[src/inc/posm_pkg.sv]
// package: constants, carriers and state types of the pin3 output mux
package posm_pkg;

  // apb address width and register indices (byte address = 4 * index)
  localparam int          APB_AW      = 12;
  localparam logic [7:0]  IDX_CTRL    = 8'h13;
  localparam logic [7:0]  IDX_PORTCFG = 8'h20;
  localparam logic [7:0]  IDX_STATUS  = 8'h21;

  // pin3_output_control field positions
  localparam int SEL_HI  = 7;
  localparam int SEL_LO  = 5;
  localparam int SRC_HI  = 4;
  localparam int SRC_LO  = 2;
  localparam int LVL_BIT = 1;
  localparam int EN_BIT  = 0;

  // port configuration field positions
  localparam int RXEN_LO  = 0;
  localparam int TX0SEL_LO = 4;
  localparam int TX1SEL_LO = 8;

  // reset values
  localparam logic [7:0] CTRL_RST  = 8'h00;
  localparam logic [3:0] RXEN_RST  = 4'hF;
  localparam logic [3:0] TXSEL_RST = 4'hF;

  // source codes
  localparam logic [2:0] SRC_DEV = 3'h4;
  localparam logic [2:0] SRC_RSV = 3'h5;
  localparam logic [2:0] SRC_TX0 = 3'h6;
  localparam logic [2:0] SRC_TX1 = 3'h7;

  // select codes
  localparam logic [2:0] SEL_0 = 3'h0;
  localparam logic [2:0] SEL_1 = 3'h1;
  localparam logic [2:0] SEL_2 = 3'h2;
  localparam logic [2:0] SEL_3 = 3'h3;
  localparam logic [2:0] SEL_4 = 3'h4;
  localparam logic [2:0] SEL_5 = 3'h5;
  localparam logic [2:0] SEL_6 = 3'h6;
  localparam logic [2:0] SEL_7 = 3'h7;

  // status register bit positions
  localparam int ST_PIN_IN  = 0;
  localparam int ST_PIN_OUT = 1;
  localparam int ST_DRIVE   = 2;
  localparam int ST_RSV     = 3;

  // per receive port status
  typedef struct packed {
    logic [3:0] remote_gpio;
    logic       lock;
    logic       pass;
    logic       frame_valid;
    logic       line_valid;
  } posm_rx_t;

  // per transmit port status
  typedef struct packed {
    logic frame_valid;
    logic line_valid;
    logic synced;
    logic irq;
  } posm_tx_t;

  // apb request from the master
  typedef struct packed {
    logic              psel;
    logic              penable;
    logic              pwrite;
    logic [APB_AW-1:0] paddr;
    logic [31:0]       pwdata;
  } posm_apb_req_t;

  // apb answer to the master
  typedef struct packed {
    logic        pready;
    logic        pslverr;
    logic [31:0] prdata;
  } posm_apb_rsp_t;

  // state of the top module apart from its synchroniser
  typedef struct packed {
    logic [7:0]    ctrl;
    logic [3:0]    rx_en;
    logic [3:0]    tx0_sel;
    logic [3:0]    tx1_sel;
    logic          pin_out;
    logic          pin_oe_n;
    logic          rsv_hit;
    posm_apb_rsp_t rsp;
  } posm_state_t;

  // state of the input synchroniser
  typedef struct packed {
    logic s1;
    logic s2;
    logic s3;
    logic level;
  } posm_sync_t;

  // byte address of a register index
  function automatic logic [APB_AW-1:0] byte_addr(input logic [7:0] idx);
    byte_addr = {2'b00, idx, 2'b00};
  endfunction

  // and over masked bits; an empty mask yields one
  function automatic logic masked_and(input logic [3:0] v,
                                      input logic [3:0] m);
    masked_and = &(v | ~m);
  endfunction

  // or over masked bits; an empty mask yields zero
  function automatic logic masked_or(input logic [3:0] v,
                                     input logic [3:0] m);
    masked_or = |(v & m);
  endfunction

endpackage

[src/core/posm_pin3_mux.sv]
// pin3 output source mux with apb register access
//
// Contract
// - source field picks rx, status or tx
// - rx select 0-3 forwards remote gpio
// - rx select 4-7: lock, pass, fv, lv
// - status select 0 drives local level
// - status select 1: or of lock
// - status select 2,3: and of pass
// - status select 4 frame sync, rest reserved
// - tx select 0 and pass, 1 or
// - tx select 2 frame, 3 line valid
// - tx select 4 multi-port synchronized
// - tx select 5 interrupt, 111 reserved
// - local level bit sets driven level
// - drive enable bit, resets to zero
// - select bits 7:5, source 4:2, reset zero
`timescale 1ns/1ps
module posm_pin3_mux (
  // clock and reset
  input  wire logic                    CLK,
  input  wire logic                    RST,
  // apb slave
  input  wire posm_pkg::posm_apb_req_t APB_REQ,
  output wire posm_pkg::posm_apb_rsp_t APB_RSP,
  // status sources, same clock domain
  input  wire posm_pkg::posm_rx_t      [3:0] RX_STAT,
  input  wire posm_pkg::posm_tx_t      [1:0] TX_STAT,
  input  wire logic                    FRAME_SYNC,
  // two-way pin 3
  input  wire logic                    PIN3_IN,
  output wire logic                    PIN3_OUT,
  output wire logic                    PIN3_OE_N
);
  import posm_pkg::*;

  // state
  // every flop of the block outside the synchroniser sits in one struct, so the reset
  // branch and the next-state logic cannot drift apart
  posm_state_t st_ff;    // all registered state but the synchroniser's
  posm_state_t nxt_st;   // next value of the state

  // filtered pin level from the synchroniser
  logic        pin_level;

  // decoded control fields
  logic [2:0]  sel;       // signal select
  logic [2:0]  src;       // source select
  logic        lvl;       // local level bit
  logic        en;        // drive enable bit

  // per port status gathered into vectors
  logic [3:0]  lock_v;    // lock of each rx port
  logic [3:0]  pass_v;    // pass of each rx port

  // mux result before the output flop
  logic        mux_lvl;   // level chosen by source and select
  logic        mux_rsv;   // a reserved code is programmed

  // apb decode
  logic        acc;       // access phase, answer not yet given
  logic        done;      // the cycle the master sees pready
  logic        hit_ctrl;  // address is the control register
  logic        hit_cfg;   // address is the port configuration
  logic        hit_stat;  // address is the status register
  logic        hit_any;   // any mapped register

  // selected transmit port and its rx selection
  posm_tx_t    tx_s;      // status of the chosen tx port
  logic [3:0]  tx_m;      // rx ports feeding that tx port

  // pin input synchroniser
  // the filtered level only feeds the status word; nothing in
  // the output path depends on it
  // the pin may be driven from off chip when the driver is off,
  // so its level crosses in through three flops
  posm_sync3 u_sync (
    .clk   (CLK),
    .rst   (RST),
    .d_in  (PIN3_IN),
    .q_out (pin_level)
  );

  // field decode
  // plain wires into the registered control byte, so the mux
  // below sees the fields with no extra delay
  // fields sit at their fixed positions in the control byte
  assign sel = st_ff.ctrl[SEL_HI:SEL_LO];
  assign src = st_ff.ctrl[SRC_HI:SRC_LO];
  assign lvl = st_ff.ctrl[LVL_BIT];
  assign en  = st_ff.ctrl[EN_BIT];

  // gather lock and pass into vectors
  always_comb begin
    for (int i = 0; i < 4; i++) begin
      lock_v[i] = RX_STAT[i].lock;
      pass_v[i] = RX_STAT[i].pass;
    end
  end

  // pick the tx port status and its rx mask from the source lsb
  always_comb begin
    if (src == SRC_TX1) begin
      tx_s = TX_STAT[1];
      tx_m = st_ff.tx1_sel;
    end else begin
      tx_s = TX_STAT[0];
      tx_m = st_ff.tx0_sel;
    end
  end

  // output source mux
  // one level per cycle; the result is registered below, so a
  // source change shows on the pin one clock later
  // reserved codes drive low and raise a status flag; a stuck
  // low level is safer on a board than a floating pattern
  always_comb begin
    mux_lvl = 1'b0;
    mux_rsv = 1'b0;
    if (!src[2]) begin
      // one of the four receive ports
      case (sel)
        SEL_0,
        SEL_1,
        SEL_2,
        SEL_3: begin
          // forwarded remote gpio value
          mux_lvl = RX_STAT[src[1:0]].remote_gpio[sel[1:0]];
        end
        SEL_4: begin
          mux_lvl = RX_STAT[src[1:0]].lock;
        end
        SEL_5: begin
          mux_lvl = RX_STAT[src[1:0]].pass;
        end
        SEL_6: begin
          mux_lvl = RX_STAT[src[1:0]].frame_valid;
        end
        default: begin
          mux_lvl = RX_STAT[src[1:0]].line_valid;
        end
      endcase
    end else if (src == SRC_DEV) begin
      // device status group
      case (sel)
        SEL_0: begin
          mux_lvl = lvl;
        end
        SEL_1: begin
          mux_lvl = masked_or(lock_v, st_ff.rx_en);
        end
        SEL_2,
        SEL_3: begin
          mux_lvl = masked_and(pass_v, st_ff.rx_en);
        end
        SEL_4: begin
          mux_lvl = FRAME_SYNC;
        end
        default: begin
          mux_rsv = 1'b1;
        end
      endcase
    end else if (src == SRC_RSV) begin
      // undefined source; the host must avoid it
      mux_rsv = 1'b1;
    end else begin
      // one of the two transmit ports
      case (sel)
        SEL_0: begin
          mux_lvl = masked_and(pass_v, tx_m);
        end
        SEL_1: begin
          mux_lvl = masked_or(pass_v, tx_m);
        end
        SEL_2: begin
          mux_lvl = tx_s.frame_valid;
        end
        SEL_3: begin
          mux_lvl = tx_s.line_valid;
        end
        SEL_4: begin
          mux_lvl = tx_s.synced;
        end
        SEL_5: begin
          mux_lvl = tx_s.irq;
        end
        default: begin
          // 110 is unlisted, 111 reserved
          mux_rsv = 1'b1;
        end
      endcase
    end
  end

  // apb decode
  // the slave answers on a fixed schedule and never stretches
  // an access beyond its single wait state
  // one wait state: pready rises on the second access cycle
  assign acc  = APB_REQ.psel & APB_REQ.penable & ~st_ff.rsp.pready;
  assign done = APB_REQ.psel & APB_REQ.penable & st_ff.rsp.pready;

  // address compare, word aligned only
  always_comb begin
    hit_ctrl = 1'b0;
    hit_cfg  = 1'b0;
    hit_stat = 1'b0;
    if (APB_REQ.paddr == byte_addr(IDX_CTRL)) begin
      hit_ctrl = 1'b1;
    end else if (APB_REQ.paddr == byte_addr(IDX_PORTCFG)) begin
      hit_cfg = 1'b1;
    end else if (APB_REQ.paddr == byte_addr(IDX_STATUS)) begin
      hit_stat = 1'b1;
    end
  end

  assign hit_any = hit_ctrl | hit_cfg | hit_stat;

  // next state
  // register writes, read answers and the pin flops are all
  // computed here from the current state and the inputs
  always_comb begin
    nxt_st = st_ff;

    // answer flops default to idle each cycle
    nxt_st.rsp.pready  = 1'b0;
    nxt_st.rsp.pslverr = 1'b0;
    nxt_st.rsp.prdata  = '0;

    // prepare the answer one cycle into the access phase
    if (acc) begin
      nxt_st.rsp.pready  = 1'b1;
      // unmapped addresses read zero and flag an error
      nxt_st.rsp.pslverr = ~hit_any;
      if (!APB_REQ.pwrite) begin
        if (hit_ctrl) begin
          nxt_st.rsp.prdata[7:0] = st_ff.ctrl;
        end else if (hit_cfg) begin
          nxt_st.rsp.prdata[RXEN_LO +: 4]   = st_ff.rx_en;
          nxt_st.rsp.prdata[TX0SEL_LO +: 4] = st_ff.tx0_sel;
          nxt_st.rsp.prdata[TX1SEL_LO +: 4] = st_ff.tx1_sel;
        end else if (hit_stat) begin
          nxt_st.rsp.prdata[ST_PIN_IN]  = pin_level;
          nxt_st.rsp.prdata[ST_PIN_OUT] = st_ff.pin_out;
          nxt_st.rsp.prdata[ST_DRIVE]   = ~st_ff.pin_oe_n;
          nxt_st.rsp.prdata[ST_RSV]     = st_ff.rsv_hit;
        end
      end
    end

    // writes land on the edge the master sees pready high
    if (done && APB_REQ.pwrite) begin
      if (hit_ctrl) begin
        // all eight bits are writable
        nxt_st.ctrl = APB_REQ.pwdata[7:0];
      end else if (hit_cfg) begin
        nxt_st.rx_en   = APB_REQ.pwdata[RXEN_LO +: 4];
        nxt_st.tx0_sel = APB_REQ.pwdata[TX0SEL_LO +: 4];
        nxt_st.tx1_sel = APB_REQ.pwdata[TX1SEL_LO +: 4];
      end
    end

    // pin driver follows the enable bit
    nxt_st.pin_oe_n = ~en;
    // a disabled pin is released and its data held low
    if (en) begin
      // with source status, select 0 this is the level bit
      nxt_st.pin_out = mux_lvl;
    end else begin
      nxt_st.pin_out = 1'b0;
    end

    // reserved code indication, live
    nxt_st.rsv_hit = mux_rsv;
  end

  // state register
  // a single clocked process whose reset branch loads
  // constants only
  // synchronous reset; the pin comes up released
  always_ff @(posedge CLK) begin
    if (RST) begin
      st_ff          <= '0;
      st_ff.ctrl     <= CTRL_RST;
      st_ff.rx_en    <= RXEN_RST;
      st_ff.tx0_sel  <= TXSEL_RST;
      st_ff.tx1_sel  <= TXSEL_RST;
      st_ff.pin_oe_n <= 1'b1;
    end else begin
      st_ff <= nxt_st;
    end
  end

  // outputs, all straight from flops
  // no gate sits between a flop and a port, so the board sees
  // no glitch when several fields change together
  assign APB_RSP   = st_ff.rsp;
  assign PIN3_OUT  = st_ff.pin_out;
  assign PIN3_OE_N = st_ff.pin_oe_n;

endmodule

[src/core/posm_sync3.sv]
// three-flop pin synchroniser with agreement filter
`timescale 1ns/1ps
module posm_sync3 (
  // clock and reset
  input  wire logic clk,
  input  wire logic rst,
  // asynchronous level in, filtered level out
  input  wire logic d_in,
  output wire logic q_out
);
  import posm_pkg::*;

  posm_sync_t st_ff;   // registered state
  posm_sync_t nxt_st;  // next state

  // shift chain; the level moves only when flops two and three agree
  always_comb begin
    nxt_st    = st_ff;
    nxt_st.s1 = d_in;
    nxt_st.s2 = st_ff.s1;
    nxt_st.s3 = st_ff.s2;
    if (st_ff.s2 == st_ff.s3) begin
      nxt_st.level = st_ff.s3;
    end
  end

  // synchronous reset to zero
  always_ff @(posedge clk) begin
    if (rst) begin
      st_ff <= '0;
    end else begin
      st_ff <= nxt_st;
    end
  end

  assign q_out = st_ff.level;
endmodule

[config.mk]
export PLATFORM = sky130hd
export DESIGN_NAME = posm_pin3_mux
export DESIGN_NICKNAME = d
export VERILOG_FILES = /design/src/inc/posm_pkg.sv /design/src/core/posm_pin3_mux.sv /design/src/core/posm_sync3.sv
export SDC_FILE = /design/constraint.sdc
export NUM_CORES = 1
export LEC_CHECK = 0
export BUFFER_PORTS_ARGS = -buffer_cell sky130_fd_sc_hd__buf_4
export CAP_MARGIN = 25
export CORE_MARGIN = 2
export CORE_UTILIZATION = 48
export DETAILED_ROUTE_END_ITERATION = 8
export GPL_ROUTABILITY_DRIVEN = 0
export PLACE_DENSITY = 0.85
export SETUP_SLACK_MARGIN = 0.3
export SLEW_MARGIN = 20
export SYNTH_ARGS = -nofsm -noshare
export SYNTH_HDL_FRONTEND = slang
export SYNTH_HIERARCHICAL = 1
export SYNTH_SLANG_ARGS = --single-unit
export TNS_END_PERCENT = 10
[constraint.sdc]
create_clock -name CLK -period 5 [get_ports CLK]
set_input_delay 1 -clock CLK [delete_from_list [all_inputs] [get_ports CLK]]
set_output_delay 1 -clock CLK [all_outputs]
set_load 0.02 [all_outputs]
=== Word level (Yosys, flattened, before mapping) ===
Index checks and enable logic that the tools add are counted.
W data, S select, Z words.

* Order comparisons: 2
* Equality and inequality tests: 13
* Mux-type cells: 27
* Bitwise operators: 19
* Reduce and logical (&&, ||, !) cells: 17

{| class="wikitable"
|+ Operators with widths
! operator !! count
|-
| $eq A12 B8 Y1 const B || 2
|-
| $mux W8 || 3
|-
| $eq A3 B3 Y1 const B || 6
|-
| $bmux W8 S2 || 1
|-
| $mux W4 || 4
|-
| $mux W1 || 14
|-
| $eq A12 B7 Y1 const B || 1
|-
| $reduce_or A4 Y1 || 3
|-
| $reduce_or A5 Y1 || 2
|-
| $and A4 B4 Y4 || 2
|-
| $not A1 Y1 || 8
|-
| $not A4 Y4 || 2
|-
| $or A4 B4 Y4 || 2
|-
| $pmux W1 S4 || 2
|-
| $reduce_and A4 Y1 || 2
|-
| $reduce_or A2 Y1 || 4
|-
| $eq A3 B2 Y1 const B || 2
|-
| $lt A2 B3 Y1 const B || 2
|-
| $pmux W1 S6 || 1
|-
| $reduce_or A6 Y1 || 1
|-
| $and A1 B1 Y1 || 3
|-
| $eq A3 B1 Y1 const B || 1
|-
| $logic_not A3 Y1 || 1
|-
| $reduce_and A3 Y1 || 1
|-
| 7 further kinds || 8
|}

* Register bits after elaboration: 61
* Input port bits: 91

=== Logic depth before layout (Yosys ltp) ===
* Depth in word-level cells: 9
* Gate-level depth with buffers: 8

=== Hierarchy ===
Netlist, hierarchy kept.

{| class="wikitable"
|+ By module, submodules not included
! module !! instances !! cells each !! area an instance (um2) !! seq. area each (um2)
|-
| posm_pin3_mux || 1 || 226 || 2,245.9 || 740.7
|-
| posm_sync3 || 1 || 10 || 112.6 || 80.1
|}

=== Least setup slack after synthesis ===
OpenSTA, ideal clock, no wires.

* Kind: input to register
* Start point: input APB_REQ[41] (netlist name)
* End point: register st_ff[39] (netlist name)
* Arrival: 2.261 ns
* Data required time: 4.880 ns
* Setup slack: 2.620 ns
* Stages on the path: 7
* Cell sequence: nor4_2 nand4_1 nand2b_4 nor2_4 buf_4 nor2b_1 a211o_1

* Word-level cells in the longest chain between the ends: 4
* Elaborated cells between the ends (all ways): 7
* Those cells by class: 2 x eq/ne; 3 x mux; 1 x bitwise; 1 x reduce/logical

{| class="wikitable"
|+ RTL lines
! item !! line !! RTL
|-
| from (decl) || posm_pin3_mux.sv:24 || <nowiki>input wire posm_pkg::posm_apb_req_t APB_REQ,</nowiki>
|-
| $eq A12 B8 Y1 / $eq A12 B7 Y1 (equally long branches) || posm_pin3_mux.sv:209, posm_pin3_mux.sv:207 ||
|-
| $mux W1 (on tied branches) || posm_pin3_mux.sv:209, posm_pin3_mux.sv:207 ||
|-
| $mux W1 / $not A1 Y1 (equally long branches) || -- ||
|-
| $reduce_and A3 Y1 (no source line) (*) || -- ||
|-
| to (signal assigned) || posm_pin3_mux.sv:289 || <nowiki>st_ff <= nxt_st;</nowiki>
|-
| to (decl) || posm_pin3_mux.sv:40 || <nowiki>posm_state_t st_ff;</nowiki>
|}

Mark *: on every way between the ends. The rest lies on a longest branch, timed or not.
A chain may end at the register's enable or synchronous reset.

=== Final worst setup path ===
* Start point: input APB_REQ[41] (netlist name)
* End point: register st_ff[43] (netlist name)

The elaborated chain is that of the path after synthesis.

==> results.md <==
- Core area: 4720 um^2
- Synth Register Bits: about 40
- Total number of vias: around 2,000
- Worst Hold Slack: approximately 440 ps
- Die height: 74.1 um
- Rel. slew slack: between 50% and 60%
- Critical Path RT: 5180 ps
- IR drop worst, VDD: 0.000161 V
- Critical path launch point type: primary input
- Hold Path Class: flop to flop
- Fillers: 411
- Outcome: completed
- Static Leakage: roughly 0.0013 uW
- # DRC: 0
- Root Driver: clkbuf_8
- Final setup viols: 0
- Share of cells above drive strength 1: 34.8%
- Area leader, netlist: dfxtp_1
- Clock latency at the later pin of the worst-skew pair: 290 ps
- CP Max Fanout: 24
- P per Cell Area: 209 nW/um^2
- Top FF cell, synth: dfxtp_1
- Async S/R FF share, synth: 0%
- CTS Hold Buffers Added: 0
- Overall die width: 74.1 um
- Resized cells post-CTS: 0
- RSZ-0062 raised after global routing: false
- Row count: 25
- Top cell type's share of synthesized area: 34.8%
- I/O pins: 127
- Final nets: ~400
- Tightest Pin Transition: 651 ps
- GRT Util Overall: 19.0%
- DR vias/cell: between 5 and 6
- CP arrival: ~2800 ps
- Yosys warnings: 6
- WL final: 5.20 mm
- PortBufs: 86
- Worst-path clk slew: 70 ps
- TritonCTS Sinks: 41
- Vias in the first global route: 1,822
- CTS buffer count: 5
- Top post-synthesis cells by area: dfxtp_1 35%, buf_4 11%, mux4_1 8.9%, mux2i_1 6.4%, a211o_1 4.5%
- Mean Syn Cell Area: 9.99 um^2
- Worst Skew: ~4.5 ps
- Final max-slew violation count: 0
- Synthesis-to-layout area growth: 23.8%
- DR WL/cell: between 10 and 15 um
- Initial DRT Pass Iterations: 4
- Fmax: 389 MHz
- Post-synthesis cell type count: a little over 40
- Die Footprint: ~5500 um^2
- Starting Density: 49.9%
- # Post-CTS Setup Buffers: 0
- CTS tree: yes
- Final hold vios: 0
- Crit end category: flop
- Initial antenna violation count: 0
- Pin count of the biggest net entering global routing: 28
- H-tree levels: 2
- Setup TNS: 0 ps
- Sequential area share after synthesis: 34.8%
- Detailed Route Iter0 Violations: between 100 and 150
- Congestion Overflow GR: 0
- First-pass GRT wire length: 8.17 mm
- Clock Tree Buf Depth: 2
- Number of synthesized flops with an enable pin: 0
- Area of the mapped netlist: ~2400 um^2
- Crit path time final: ~2600 ps
- Antenna Cells: 0
- Mapped Cells: 236
- Antenna viol nets, final: 0
- DPL Wire Length: 3.96 mm
- Final Cycle Share: 51.4%
- Maxcap violations: 0
- WS Path Type: primary input to flop
## per-stage QoR
step                area [um^2]  util, %  setup slack (ps)  total power (uW)  instances
floorplan                  2430        -              2620               378        255
detailed placement         2840     60.1              2130               415        361
global placement           2840     60.1              2170               413        361
CTS                        2920     61.8              2420               614        369
global route               2920     61.8              2250               633        369
finish                     2920     61.8              2430               610        369
## synthesized netlist by cell type, types with 2 or more instances
cell type / instances
and2_1: 4
a221oi_1: 2
nand2_1: 11
nor3_1: 5
a222oi_1: 3
inv_1: 5
o21ai_0: 4
dfxtp_1: 41
buf_4: 36
nand4b_1: 2
a211o_1: 12
nor4b_1: 4
nand4_1: 3
mux2i_1: 15
nand2b_1: 4
and4bb_2: 2
clkbuf_1: 7
a22o_1: 5
nor2b_1: 14
nor2_1: 22
o22ai_1: 3
buf_2: 3
nand3_1: 2
mux4_2: 2
mux4_1: 8
nor4_2: 2
## state kept, by name (all words and copies together) (netlist names), 2 cells and up
name           count
APB_RSP           14
sel                3
src                3
st_ff             13
u_sync/nxt_st      2
## layout by cell type, fill, tap and decap left out, types with 8 or more instances in the layout
master / netlist / layout
buf_4: 36 / 86
dfxtp_1: 41 / 41
nor2_1: 22 / 22
conb_1: 1 / 20
mux2i_1: 15 / 15
nor2b_1: 14 / 14
a211o_1: 12 / 12
nand2_1: 11 / 11
mux4_1: 8 / 8
## metal layers
metal  part of all wire (%)  wire length [um]  track usage (%)
met4                   0.44                23             3.43
met1                     42              2200             23.9
met3                    8.5               443             5.01
met5                      0                 0                0
met2                     49              2540             33.1
## final timing paths
path	start	endpoint	slack (ps)	cells past startpoint
setup reg to reg	src[0]	PIN3_OUT	2830	6
hold / removal	u_sync/nxt_st[2]	u_sync/nxt_st[1]	440	1
setup / recovery	APB_REQ[41]	st_ff[43]	2430	7
hold reg to reg	u_sync/nxt_st[2]	u_sync/nxt_st[1]	440	1
## cells by family (layout without fill, tap and decap cells)
family,count (synthesis),in the layout,share of synthesized area [%]
AND/OR/NAND/NOR,81,81,20.7
flip-flops,41,41,34.8
AO/OA/AOI/OAI,35,35,12.2
other,1,20,0.159
multiplexers,26,26,17.7
buffers and inverters,52,99,14.5
## cell type report
cell class              count  area [um^2]  share of cell area [%]
multi-input cells         162         1270                    43.4
well taps                  67         83.8                    2.87
flip-flops and latches     41          821                    28.1
clock buffers               6         72.6                    2.49
inverters                   5         18.8                   0.643
clock inverters             2         10.0                   0.343
repair buffers             86          646                    22.1
## where the power goes
group | leakage [uW] | total (uW) | switching, uW | internal [uW]
registers | 0.000331 | 329 | 0.644 | 328
clock network | 0.0000450 | 203 | 106 | 96.7
logic | 0.000894 | 78.7 | 34.1 | 44.6
## critical path: stages
cell and delay (ps):
buf_4 110, nor4_2 320, nand4_1 260, nand2b_4 230, nor2_4 440, nor2b_1 110, a211o_1 270
No activity file was read; power rests on OpenSTA's default activity.
